**config.mk**
```make
export PLATFORM = sky130hd
export DESIGN_NAME = phy_end_flat
export DESIGN_NICKNAME = d
export VERILOG_FILES = /design/src/logic/phy_link_pkg.sv /design/src/logic/phy_link_if.sv /design/src/logic/phy_end.sv /design/src/flat_wrapper.sv
export SDC_FILE = /design/constraint.sdc
export NUM_CORES = 1
export LEC_CHECK = 0
export BUFFER_PORTS_ARGS = -buffer_cell sky130_fd_sc_hd__buf_2
export CAP_MARGIN = 20
export CORE_MARGIN = 4
export CORE_UTILIZATION = 40
export CTS_BUF_LIST = sky130_fd_sc_hd__clkbuf_8
export CTS_CLUSTER_DIAMETER = 200
export DETAILED_ROUTE_END_ITERATION = 6
export HOLD_SLACK_MARGIN = 0.06
export SLEW_MARGIN = 20
export SYNTH_ARGS = -nofsm -noshare
export SYNTH_HDL_FRONTEND = slang
export SYNTH_SLANG_ARGS = --single-unit
```
**constraint.sdc**
```tcl
create_clock -name mclk -period 2.6 [get_ports mclk]
set_input_delay 0.26 -clock mclk [delete_from_list [all_inputs] [get_ports mclk]]
set_output_delay 0.26 -clock mclk [all_outputs]
set_load 0.02 [all_outputs]
```
**src/logic/phy_link_pkg.sv**
```systemverilog
/*
 * Shared constants and types for the MAC-facing data link of a
 * 10/100/1000 transceiver: link modes, transmit symbol kinds and clock
 * rates.
 * Assumes both ends run on one 100 MHz system clock, and that each
 * link clock is either made here by a divider or sampled as a plain input.
 */
package phy_link_pkg;

  typedef enum logic [3:0] {
    MODE_MII10  = 4'h1,
    MODE_MII100 = 4'h2,
    MODE_GMII   = 4'h4,
    MODE_RGMII  = 4'h8
  } mode_e;

  typedef enum logic [2:0] {
    SYM_DATA    = 3'h1,
    SYM_INVALID = 3'h2,
    SYM_HALT    = 3'h4
  } sym_e;

  localparam int MCLK_KHZ = 100000;
  localparam int CLK10_KHZ = 2500;
  localparam int CLK100_KHZ = 25000;
  localparam int CLK1000_KHZ = 125000;
  localparam int DIV_W = 8;

  // half period in system cycles, rounded down, never below one
  function automatic int half_cycles(int khz);
    int h;
    h = MCLK_KHZ / (2 * khz);
    return (h < 1) ? 1 : h;
  endfunction

  localparam int HALF_10 = half_cycles(CLK10_KHZ);
  localparam int HALF_100 = half_cycles(CLK100_KHZ);
  localparam int HALF_1000 = half_cycles(CLK1000_KHZ);

endpackage

```
**src/logic/phy_link_if.sv**
```systemverilog
/*
 * Link wires between the transceiver end and the MAC end.
 * Assumes both ends share one system clock; the link clocks here are
 * plain signals that each receiving end samples and edge-detects.
 */
interface phy_link_if;
  logic tx_clk;
  logic gtx_clk;
  logic rx_clk;
  logic [7:0] tx_d;
  logic tx_en_ctrl;
  logic tx_er;
  logic [3:0] rx_d;
  logic rx_dv_ctrl;

  modport phy (
    output tx_clk,
    output rx_clk,
    output rx_d,
    output rx_dv_ctrl,
    input gtx_clk,
    input tx_d,
    input tx_en_ctrl,
    input tx_er
  );

  modport mac (
    input tx_clk,
    input rx_clk,
    input rx_d,
    input rx_dv_ctrl,
    output gtx_clk,
    output tx_d,
    output tx_en_ctrl,
    output tx_er
  );
endinterface

```
**src/logic/phy_end.sv**
```systemverilog
/*
 * Transceiver end of the MAC data link: makes the MII transmit clock and
 * the receive clock, captures transmit lanes from the MAC into symbols,
 * and drives receive lanes toward the MAC in MII, GMII and RGMII modes.
 * Assumes mclk at 100 MHz, the MAC end on the far side of phy_link_if,
 * and a user side on the same clock as this block.
 */
// Notes on behaviour
// - MII mode: transmit clock always runs free
// - transmit clock 2.5 or 25 MHz by speed
// - MII transmit lanes launched and captured on tx_clk
// - upper transmit lanes only in GMII, on gtx_clk
// - GMII/RGMII low transmit lanes timed by gtx_clk
// - MII low transmit lanes timed by tx_clk
// - GMII transmit error timed by gtx_clk
// - MII error: invalid then halt until release
// - GMII error: at least one invalid code-group
// - MAC supplies continuous 125 MHz gtx_clk; mac_end makes 50 MHz at the default HALF1000 of 1
// - receive clock 2.5, 25 or 125 MHz; here 2.5, 25 or 50 MHz at the default half periods
// - low receive lanes driven on rx_clk
// - MAC raises enable while lanes carry data
// - RGMII control: enable rising, error falling
// - receive valid high while lanes carry data
// - RGMII receive control: valid rising, error falling
module phy_end #(
  parameter int HALF10 = phy_link_pkg::HALF_10,
  parameter int HALF100 = phy_link_pkg::HALF_100,
  parameter int HALF1000 = phy_link_pkg::HALF_1000
) (
  input wire logic mclk,
  input wire logic rst_n,
  input wire logic ce,
  input wire phy_link_pkg::mode_e mode,
  phy_link_if.phy lnk,
  output logic [7:0] tx_data,
  output phy_link_pkg::sym_e tx_sym,
  output logic tx_strobe,
  input wire logic [7:0] rx_data,
  input wire logic rx_valid,
  input wire logic rx_err,
  output logic rx_take
);
  import phy_link_pkg::*;

  typedef struct packed {
    logic [DIV_W-1:0] div_cnt;
    logic clk_ph;
    logic tx_clk;
    logic rx_clk;
    logic gtx_s1;
    logic gtx_s2;
    logic gtx_s3;
    logic [7:0] txd_s1;
    logic [7:0] txd_s2;
    logic [7:0] txd_s3;
    logic en_s1;
    logic en_s2;
    logic en_s3;
    logic er_s1;
    logic er_s2;
    logic er_s3;
    logic [3:0] lo_nib;
    logic lo_en;
    logic err_run;
    logic [7:0] tx_data;
    sym_e tx_sym;
    logic tx_strobe;
    logic [3:0] rx_d;
    logic rx_ctl;
    logic [3:0] rx_hi;
    logic rx_er_hold;
    logic rx_take;
  } phy_s;

  localparam phy_s PHY_RST = '{
    div_cnt: '0, clk_ph: 1'b0, tx_clk: 1'b0, rx_clk: 1'b0,
    gtx_s1: 1'b0, gtx_s2: 1'b0, gtx_s3: 1'b0,
    txd_s1: 8'h00, txd_s2: 8'h00, txd_s3: 8'h00, en_s1: 1'b0,
    en_s2: 1'b0, en_s3: 1'b0, er_s1: 1'b0, er_s2: 1'b0, er_s3: 1'b0,
    lo_nib: 4'h0, lo_en: 1'b0,
    err_run: 1'b0, tx_data: 8'h00, tx_sym: SYM_DATA, tx_strobe: 1'b0,
    rx_d: 4'h0, rx_ctl: 1'b0, rx_hi: 4'h0, rx_er_hold: 1'b0,
    rx_take: 1'b0
  };

  phy_s st_r;
  phy_s st_nxt;

  // last count of a half period for the current speed
  function automatic logic [DIV_W-1:0] half_last(mode_e m);
    int h;
    case (m)
      MODE_MII10: h = HALF10;
      MODE_MII100: h = HALF100;
      default: h = HALF1000;
    endcase
    return DIV_W'(h - 1);
  endfunction

  logic mii;
  logic rgmii;
  logic toggle;
  logic rise_own;
  logic fall_own;
  logic g_rise;
  logic g_fall;
  logic cap_rise;
  logic cap_fall;

  always_comb begin
    mii = (mode == MODE_MII10) || (mode == MODE_MII100);
    rgmii = (mode == MODE_RGMII);
    toggle = (st_r.div_cnt >= half_last(mode));
    rise_own = toggle && !st_r.clk_ph;
    fall_own = toggle && st_r.clk_ph;
    // only the second and third gtx flops feed the edge detector
    g_rise = st_r.gtx_s2 && !st_r.gtx_s3;
    g_fall = !st_r.gtx_s2 && st_r.gtx_s3;
    cap_rise = mii ? rise_own : g_rise;
    cap_fall = rgmii && g_fall;
  end

  always_comb begin
    st_nxt = st_r;
    st_nxt.tx_strobe = 1'b0;
    st_nxt.rx_take = 1'b0;

    // one divider serves both clocks; it never stops, so in MII the
    // transmit clock keeps running between frames
    st_nxt.div_cnt = toggle ? '0 : st_r.div_cnt + 1'b1;
    if (toggle) begin
      st_nxt.clk_ph = !st_r.clk_ph;
    end
    st_nxt.rx_clk = st_nxt.clk_ph;
    st_nxt.tx_clk = mii ? st_nxt.clk_ph : 1'b0;

    st_nxt.gtx_s1 = lnk.gtx_clk;
    st_nxt.gtx_s2 = st_r.gtx_s1;
    st_nxt.gtx_s3 = st_r.gtx_s2;
    st_nxt.txd_s1 = lnk.tx_d;
    st_nxt.txd_s2 = st_r.txd_s1;
    st_nxt.en_s1 = lnk.tx_en_ctrl;
    st_nxt.en_s2 = st_r.en_s1;
    st_nxt.er_s1 = lnk.tx_er;
    st_nxt.er_s2 = st_r.er_s1;
    // lanes take one stage more than the clock edge detector, so the
    // capture sees the value from before the edge; needed in RGMII where
    // lanes move on both edges; MII then needs half periods of 7 or more
    st_nxt.txd_s3 = st_r.txd_s2;
    st_nxt.en_s3 = st_r.en_s2;
    st_nxt.er_s3 = st_r.er_s2;

    if (cap_rise) begin
      if (mii) begin
        // nibble lanes only; upper lanes ignored outside GMII
        st_nxt.tx_data = {4'h0, st_r.txd_s3[3:0]};
        st_nxt.tx_strobe = st_r.en_s3 || st_r.er_s3;
        st_nxt.err_run = st_r.er_s3;
        if (st_r.er_s3) begin
          st_nxt.tx_sym = st_r.err_run ? SYM_HALT : SYM_INVALID;
        end else begin
          st_nxt.tx_sym = SYM_DATA;
        end
      end else if (rgmii) begin
        st_nxt.lo_nib = st_r.txd_s3[3:0];
        st_nxt.lo_en = st_r.en_s3;
      end else begin
        st_nxt.tx_data = st_r.txd_s3;
        st_nxt.tx_strobe = st_r.en_s3 || st_r.er_s3;
        // every errored cycle becomes an invalid code-group
        st_nxt.tx_sym = st_r.er_s3 ? SYM_INVALID : SYM_DATA;
        st_nxt.err_run = 1'b0;
      end
    end

    if (cap_fall) begin
      st_nxt.tx_data = {st_r.txd_s3[3:0], st_r.lo_nib};
      st_nxt.tx_strobe = st_r.lo_en || st_r.en_s3;
      st_nxt.tx_sym = st_r.en_s3 ? SYM_INVALID : SYM_DATA;
      st_nxt.err_run = 1'b0;
    end

    // receive lanes change on the falling edge, RGMII high nibble on rising, so the MAC, which samples
    // data one stage behind its clock edge detector, sees them stable at each capture edge
    if (fall_own) begin
      st_nxt.rx_d = rx_data[3:0];
      st_nxt.rx_ctl = rx_valid;
      st_nxt.rx_hi = rx_data[7:4];
      st_nxt.rx_er_hold = rx_err;
      st_nxt.rx_take = 1'b1;
    end
    if (rise_own && rgmii) begin
      st_nxt.rx_d = st_r.rx_hi;
      st_nxt.rx_ctl = st_r.rx_er_hold;
    end
  end

  always_ff @(posedge mclk or negedge rst_n) begin
    if (!rst_n) begin
      st_r <= PHY_RST;
    end else if (ce) begin
      st_r <= st_nxt;
    end
  end

  assign lnk.tx_clk = st_r.tx_clk;
  assign lnk.rx_clk = st_r.rx_clk;
  assign lnk.rx_d = st_r.rx_d;
  assign lnk.rx_dv_ctrl = st_r.rx_ctl;
  assign tx_data = st_r.tx_data;
  assign tx_sym = st_r.tx_sym;
  assign tx_strobe = st_r.tx_strobe;
  assign rx_take = st_r.rx_take;

endmodule

```
**src/flat_wrapper.sv**
```systemverilog
// flat-port wrapper written by rule: the top's interface ports become plain ports
module phy_end_flat import phy_link_pkg::*;
#(
  parameter int HALF10 = phy_link_pkg::HALF_10,
  parameter int HALF100 = phy_link_pkg::HALF_100,
  parameter int HALF1000 = phy_link_pkg::HALF_1000
)
  (mclk, rst_n, ce, mode, tx_data, tx_sym, tx_strobe, rx_data, rx_valid, rx_err, rx_take, lnk_tx_clk, lnk_rx_clk, lnk_rx_d, lnk_rx_dv_ctrl, lnk_gtx_clk, lnk_tx_d, lnk_tx_en_ctrl, lnk_tx_er);
  phy_link_if lnk_i ();
  input wire logic mclk;
  input wire logic rst_n;
  input wire logic ce;
  input wire phy_link_pkg::mode_e mode;
  output logic [7:0] tx_data;
  output phy_link_pkg::sym_e tx_sym;
  output logic tx_strobe;
  input wire logic [7:0] rx_data;
  input wire logic rx_valid;
  input wire logic rx_err;
  output logic rx_take;
  output wire logic [$bits(lnk_i.tx_clk)-1:0] lnk_tx_clk;
  output wire logic [$bits(lnk_i.rx_clk)-1:0] lnk_rx_clk;
  output wire logic [$bits(lnk_i.rx_d)-1:0] lnk_rx_d;
  output wire logic [$bits(lnk_i.rx_dv_ctrl)-1:0] lnk_rx_dv_ctrl;
  input wire logic [$bits(lnk_i.gtx_clk)-1:0] lnk_gtx_clk;
  input wire logic [$bits(lnk_i.tx_d)-1:0] lnk_tx_d;
  input wire logic [$bits(lnk_i.tx_en_ctrl)-1:0] lnk_tx_en_ctrl;
  input wire logic [$bits(lnk_i.tx_er)-1:0] lnk_tx_er;
  assign lnk_tx_clk = lnk_i.tx_clk;
  assign lnk_rx_clk = lnk_i.rx_clk;
  assign lnk_rx_d = lnk_i.rx_d;
  assign lnk_rx_dv_ctrl = lnk_i.rx_dv_ctrl;
  assign lnk_i.gtx_clk = lnk_gtx_clk;
  assign lnk_i.tx_d = lnk_tx_d;
  assign lnk_i.tx_en_ctrl = lnk_tx_en_ctrl;
  assign lnk_i.tx_er = lnk_tx_er;
  phy_end #(.HALF10(HALF10), .HALF100(HALF100), .HALF1000(HALF1000)) u_core (.mclk(mclk), .rst_n(rst_n), .ce(ce), .mode(mode), .lnk(lnk_i), .tx_data(tx_data), .tx_sym(tx_sym), .tx_strobe(tx_strobe), .rx_data(rx_data), .rx_valid(rx_valid), .rx_err(rx_err), .rx_take(rx_take));
endmodule
```
# ---- After elaboration in Yosys (flattened, before gate mapping)
# Cells that the tools add are included.
dict set report totals {
  register_bits 72
  in_bits 28
  out_inout_bits 20
  elab_cells 67
}
dict set report classes {
  addsub 2
  magnitude_cmp 1
  eq_ne 4
  n_mux 15
  bitwise 1
  reduce_logical 18
}
# op count
set ops {}
lappend ops {{13-bit two-way mux} 4}
lappend ops {{11-bit two-way mux} 1}
lappend ops {{5-bit one-hot mux with 2 select lines} 1}
lappend ops {{8-bit by 1-bit adder with 8-bit output, second input constant} 1}
lappend ops {{8-bit >= comparator} 1}
lappend ops {{8-bit two-way mux} 1}
lappend ops {{1-bit logical AND} 6}
lappend ops {{3-bit two-way mux} 2}
lappend ops {{5-bit by 1-bit subtractor with 6-bit output, second input constant} 1}
lappend ops {{5-bit two-way mux} 1}
lappend ops {{4-bit by 1-bit == test with 1-bit output, second input constant} 1}
lappend ops {{4-bit by 2-bit == test with 1-bit output, second input constant} 1}
lappend ops {{4-bit == test, second input constant} 1}
lappend ops {{2-bit two-way mux} 2}
lappend ops {{2-bit AND reduction} 2}
lappend ops {{4-bit AND reduction} 1}
lappend ops {{2-bit nonzero test} 2}
lappend ops {{1-bit zero test} 3}
lappend ops {{1-bit logical OR} 3}
lappend ops {{1-bit two-way mux} 3}
lappend ops {{3-bit by 2-bit inequality test with 1-bit output, second input constant} 1}
lappend ops {{3-bit AND reduction} 1}
lappend ops {{1-bit NOT} 1}

# ---- Depth between registers and ports, before layout
dict set report logic_depth {
  ltp_word 8
  mapped_depth 14
}

# ---- Worst setup path after synthesis
# OpenSTA, ideal clock, no wires.
dict set report synth_timing {
  path_kind {input -> register}
  from {input mode[0]}
  to {register u_core.st_r (netlist bit u_core.tx_data[4])}
  setup_time_ns 0.127
  t_arrival_ns 2.761
  required_ns 2.473
  path_slack_ns -0.288
  stages 14
  n_path_buf 3
  path_cell_list {buf_6 > xor2_1 > nand2_1 > inv_1 > ha_1 > nor3b_1 > o211ai_1 > and2_1 > clkbuf_1 > ha_1 > and3_1 > o31a_1 > buf_4 > mux2_1}
}
dict set report synth_between {
  elab_chain_cells 8
  word_cells_on_any_way 16
  cone_classes {add/sub: 1; order compare: 1; eq/ne: 4; mux: 5; reduce/logical: 5}
}
# element line
set synth_rtl {}
lappend synth_rtl {{start, declared} flat_wrapper.sv:13} ;# input wire phy_link_pkg::mode_e mode;
lappend synth_rtl {{4-bit by 2-bit == test with 1-bit output / 4-bit by 1-bit == test with 1-bit output (equally long branches)} {phy_end.sv:92, phy_end.sv:111}}
lappend synth_rtl {{5-bit one-hot mux with 2 select lines} phy_end.sv:92} ;# case (m)
lappend synth_rtl {{5-bit by 1-bit subtractor with 6-bit output} phy_end.sv:97} ;# return DIV_W'(h - 1);
lappend synth_rtl {{8-bit >= comparator} phy_end.sv:113} ;# toggle = (st_r.div_cnt >= half_last(mode));
lappend synth_rtl {{1-bit logical AND} phy_end.sv:114} ;# rise_own = toggle && !st_r.clk_ph;
lappend synth_rtl {{1-bit two-way mux} phy_end.sv:119} ;# cap_rise = mii ? rise_own : g_rise;
lappend synth_rtl {{2-bit nonzero test (no line)} --}
lappend synth_rtl {{3-bit AND reduction (no line)} --}
lappend synth_rtl {{end signal, assigned} phy_end.sv:202} ;# st_r <= st_nxt;
lappend synth_rtl {{end, declared} phy_end.sv:86} ;# phy_s st_r;
# Parallel ways exist; a longest one is shown, timed or not. The select of a mux whose other input is x is not followed.
# A chain may end at the register's enable or synchronous reset.

# ---- Worst setup path in the final report
dict set report layout_timing {
  from {register u_core.st_r[70] (netlist bit)}
  to {register u_core.st_r (netlist bit u_core.tx_sym[1])}
}
dict set report layout_between {
  elab_chain_cells 5
}
# element line
set layout_rtl {}
lappend layout_rtl {{8-bit >= comparator} phy_end.sv:113}
lappend layout_rtl {{1-bit logical AND} phy_end.sv:114}
lappend layout_rtl {{1-bit two-way mux} phy_end.sv:119}
lappend layout_rtl {{2-bit nonzero test (no line)} --}
lappend layout_rtl {{3-bit AND reduction (no line)} --}
# No other way between the ends.

==> flow_metrics.env <==
export IMPL_yosysMostFrequentCell="dfrtp_1"
export IMPL_core_um2=8260
export IMPL_worst_pin_slew_ps=804
export IMPL_setup_viol=0
export IMPL_slew_viol_final=0
export IMPL_antenna_found_initial=0
export IMPL_routabilityCongestion=0.813
export IMPL_clockBufferDepth=2
export IMPL_viasPerCell=5.11
export IMPL_num_antenna_cells=0
export IMPL_synth_area_leaders="dfrtp_1 52%, mux2_2 12%, mux2_1 3.9%"
export IMPL_synth_distinct_cells=53
export IMPL_worstHoldPathType="in -> reg"
export IMPL_std_cell_rows=33
export IMPL_fin_cells=440
export IMPL_cts_max_level=3
export IMPL_postPlaceCellArea_um2=3840
export IMPL_netlist_area_leader_share=0.518
export IMPL_skew_ps=8.82
export IMPL_power_mw=3.69
export IMPL_ir_drop_v=0.000358
export IMPL_grt_use_total=0.139
export IMPL_cts_tree="built"
export IMPL_async_flop_share=1.00
export IMPL_relSlewSlack=0.464
export IMPL_die_w_um=101
export IMPL_hold_viol=0
export IMPL_clkSlewWorstSetupHoldPaths_ps=80
export IMPL_drc_errors=0
export IMPL_p_leak_nw=1.90
export IMPL_dieArea_um2=10100
export IMPL_grt_max_degree=39
export IMPL_vias=2248
export IMPL_hold_slack_ps=149
export IMPL_synth_cells=273
export IMPL_die_y_um=101
export IMPL_worst_setup_path_start_kind="flip-flop"
export IMPL_firstDrtPassIters=6
export IMPL_arrival_ps=2690
export IMPL_dp_cells=422
export IMPL_num_nets_final=368
export IMPL_synthTopCellsByCount="71 x dfrtp_1, 38 x mux2_2, 16 x buf_4"
export IMPL_start_util=0.415
export IMPL_avgSynthCellArea_um2=12.6
export IMPL_fmax_ghz=0.404
export IMPL_dr_first_iter_drc_count=84
export IMPL_synth_edff_count=0
export IMPL_cts_sinks=72
export IMPL_grt_pass1_vias=2306
export IMPL_design_area_um2=4090
export IMPL_worstSetupPathType="reg -> reg"
export IMPL_yosys_register_bits=72
export IMPL_syn_to_final_growth_pct=19.3
export IMPL_synth_top_area_cell="dfrtp_1"
export IMPL_cts_root_buffer="clkbuf_8"
export IMPL_syn_area_um2=3430
export IMPL_post_route_min_period_ps=2470
export IMPL_grt_overflow=0
export IMPL_cp_max_fo=8
export IMPL_wire_per_inst_um=14.9
export IMPL_maxCapViolCount=0
export IMPL_port_buffers=47
export IMPL_crit_path_end_kind="flip-flop"
export IMPL_hpwl_mm=4.87
export IMPL_drive_gt1_frac=0.421
export IMPL_ys_flop_type="dfrtp_1"
export IMPL_outcome="finished clean"
export IMPL_min_period_over_period=0.952
export IMPL_io_pins=48
export IMPL_ys_warn_count=0
export IMPL_drtAntennaViolNets=0
export IMPL_ys_seq_area_frac=0.526
export IMPL_rsz0062_at_grt="false"
export IMPL_power_density_nw_per_um2=901
export IMPL_cts_buffers=9
export IMPL_critPathRequiredTime_ps=2810
export IMPL_clock_latency_ps=330
export IMPL_grt_pass1_wl_mm=11.2
export IMPL_fin_util=0.496
export IMPL_wl_mm=6.57
==> logic make-up after synthesis <==
family / share of synthesized area
other: 0.00109
AOI/OAI and AO/OA: 0.110
adders and majority gates: 0.0365
DFF: 0.526
buffers and inverters: 0.0617
muxes: 0.167
and+or+nand+nor: 0.0825
xor gates and xnor gates: 0.0153
==> layout by cell type (no fill, tap or decap), types with 3 or more instances in the layout <==
master and n:
a21oi_1 6, a221o_1 4, a22o_1 5, a2bb2oi_1 5
and3_1 6, buf_2 47, buf_4 21, clkbuf_8 9
conb_1 3, dfrtp_1 71, ha_1 8, inv_1 10
inv_6 3, mux2_1 10, mux2_2 38, nand2_1 10
nand2b_1 5, nand3_1 3, nand3b_1 3, nor2_1 4
nor3_1 3, o21ai_0 6, o22ai_1 7, xnor2_1 3
==> final cells by class <==
type                            count  area, um^2
Fill cell                         740        4170
Inverter                           10        37.5
Multi-Input combinational cell    167        1470
Timing Repair Buffer               70         423
Clock inverter                      7         100
Clock buffer                        9         124
Tap cell                          105         131
Sequential cell                    72        1800
==> sequential cells by signal, summed over array words and instances (netlist names), 3 cells and up <==
name / cells
u_core.st_r: 31
u_core.st_nxt: 22
u_core.tx_data: 8
u_core.lnk.rx_d: 4
u_core.tx_sym: 3
==> per-stage QoR <==
step,setup TNS [ps],setup WS (ps)
floorplan,-154,-30.2
global placement,-514,-85.8
detailed placement,-1060,-164
CTS,0,14.2
global route,0,15.7
finish,0,125
==> worst paths after layout <==
check                                 from                 to  slack (ps)  depth (start not counted)
min                            lnk_tx_d[6]  u_core.st_nxt[49]         150                          2
min in group asynchronous            rst_n    u_core.st_r[67]         550                          2
max                        u_core.st_r[70]   u_core.tx_sym[1]         130                          8
max reg2reg                u_core.st_r[70]   u_core.tx_sym[1]         130                          8
min reg2reg                u_core.st_r[28]    u_core.st_r[28]         480                          1
max in group asynchronous            rst_n   u_core.tx_sym[0]        1320                          3
==> layer usage <==
layer,part of all wire,vias to the layer above,track usage
li1,-,1094,-
met1,0.46,1116,0.173
met2,0.51,36,0.242
met3,0.033,2,0.0325
met4,0.0032,0,0.0404
met5,0,-,0
==> report_power, final <==
part,internal [mW],switching (mW),total (mW)
combinational,0.528,0.565,1.09
sequential,1.42,0.200,1.62
clock,0.550,0.429,0.979
total,2.49,1.19,3.69
==> worst max-delay path, stage by stage (launching register included) <==
cell      delay, ps
dfrtp_1         420
ha_1            210
nor3_1          260
o211ai_1        160
and2_1          200
ha_2            170
and3_4          150
o31a_2          430
mux2_1          340
==> timing repair <==
| item | 4_1_cts | 5_1_grt |
|---|---|---|
| endpoints found under the setup margin | 0 | 11 |
| resized for setup | 0 | 3 |
| buffers inserted | 0 | 1 |
| endpoints found under the hold margin | 34 | 0 |
| hold buffers | 1 | 0 |
No activity file was read; power rests on OpenSTA's default activity.
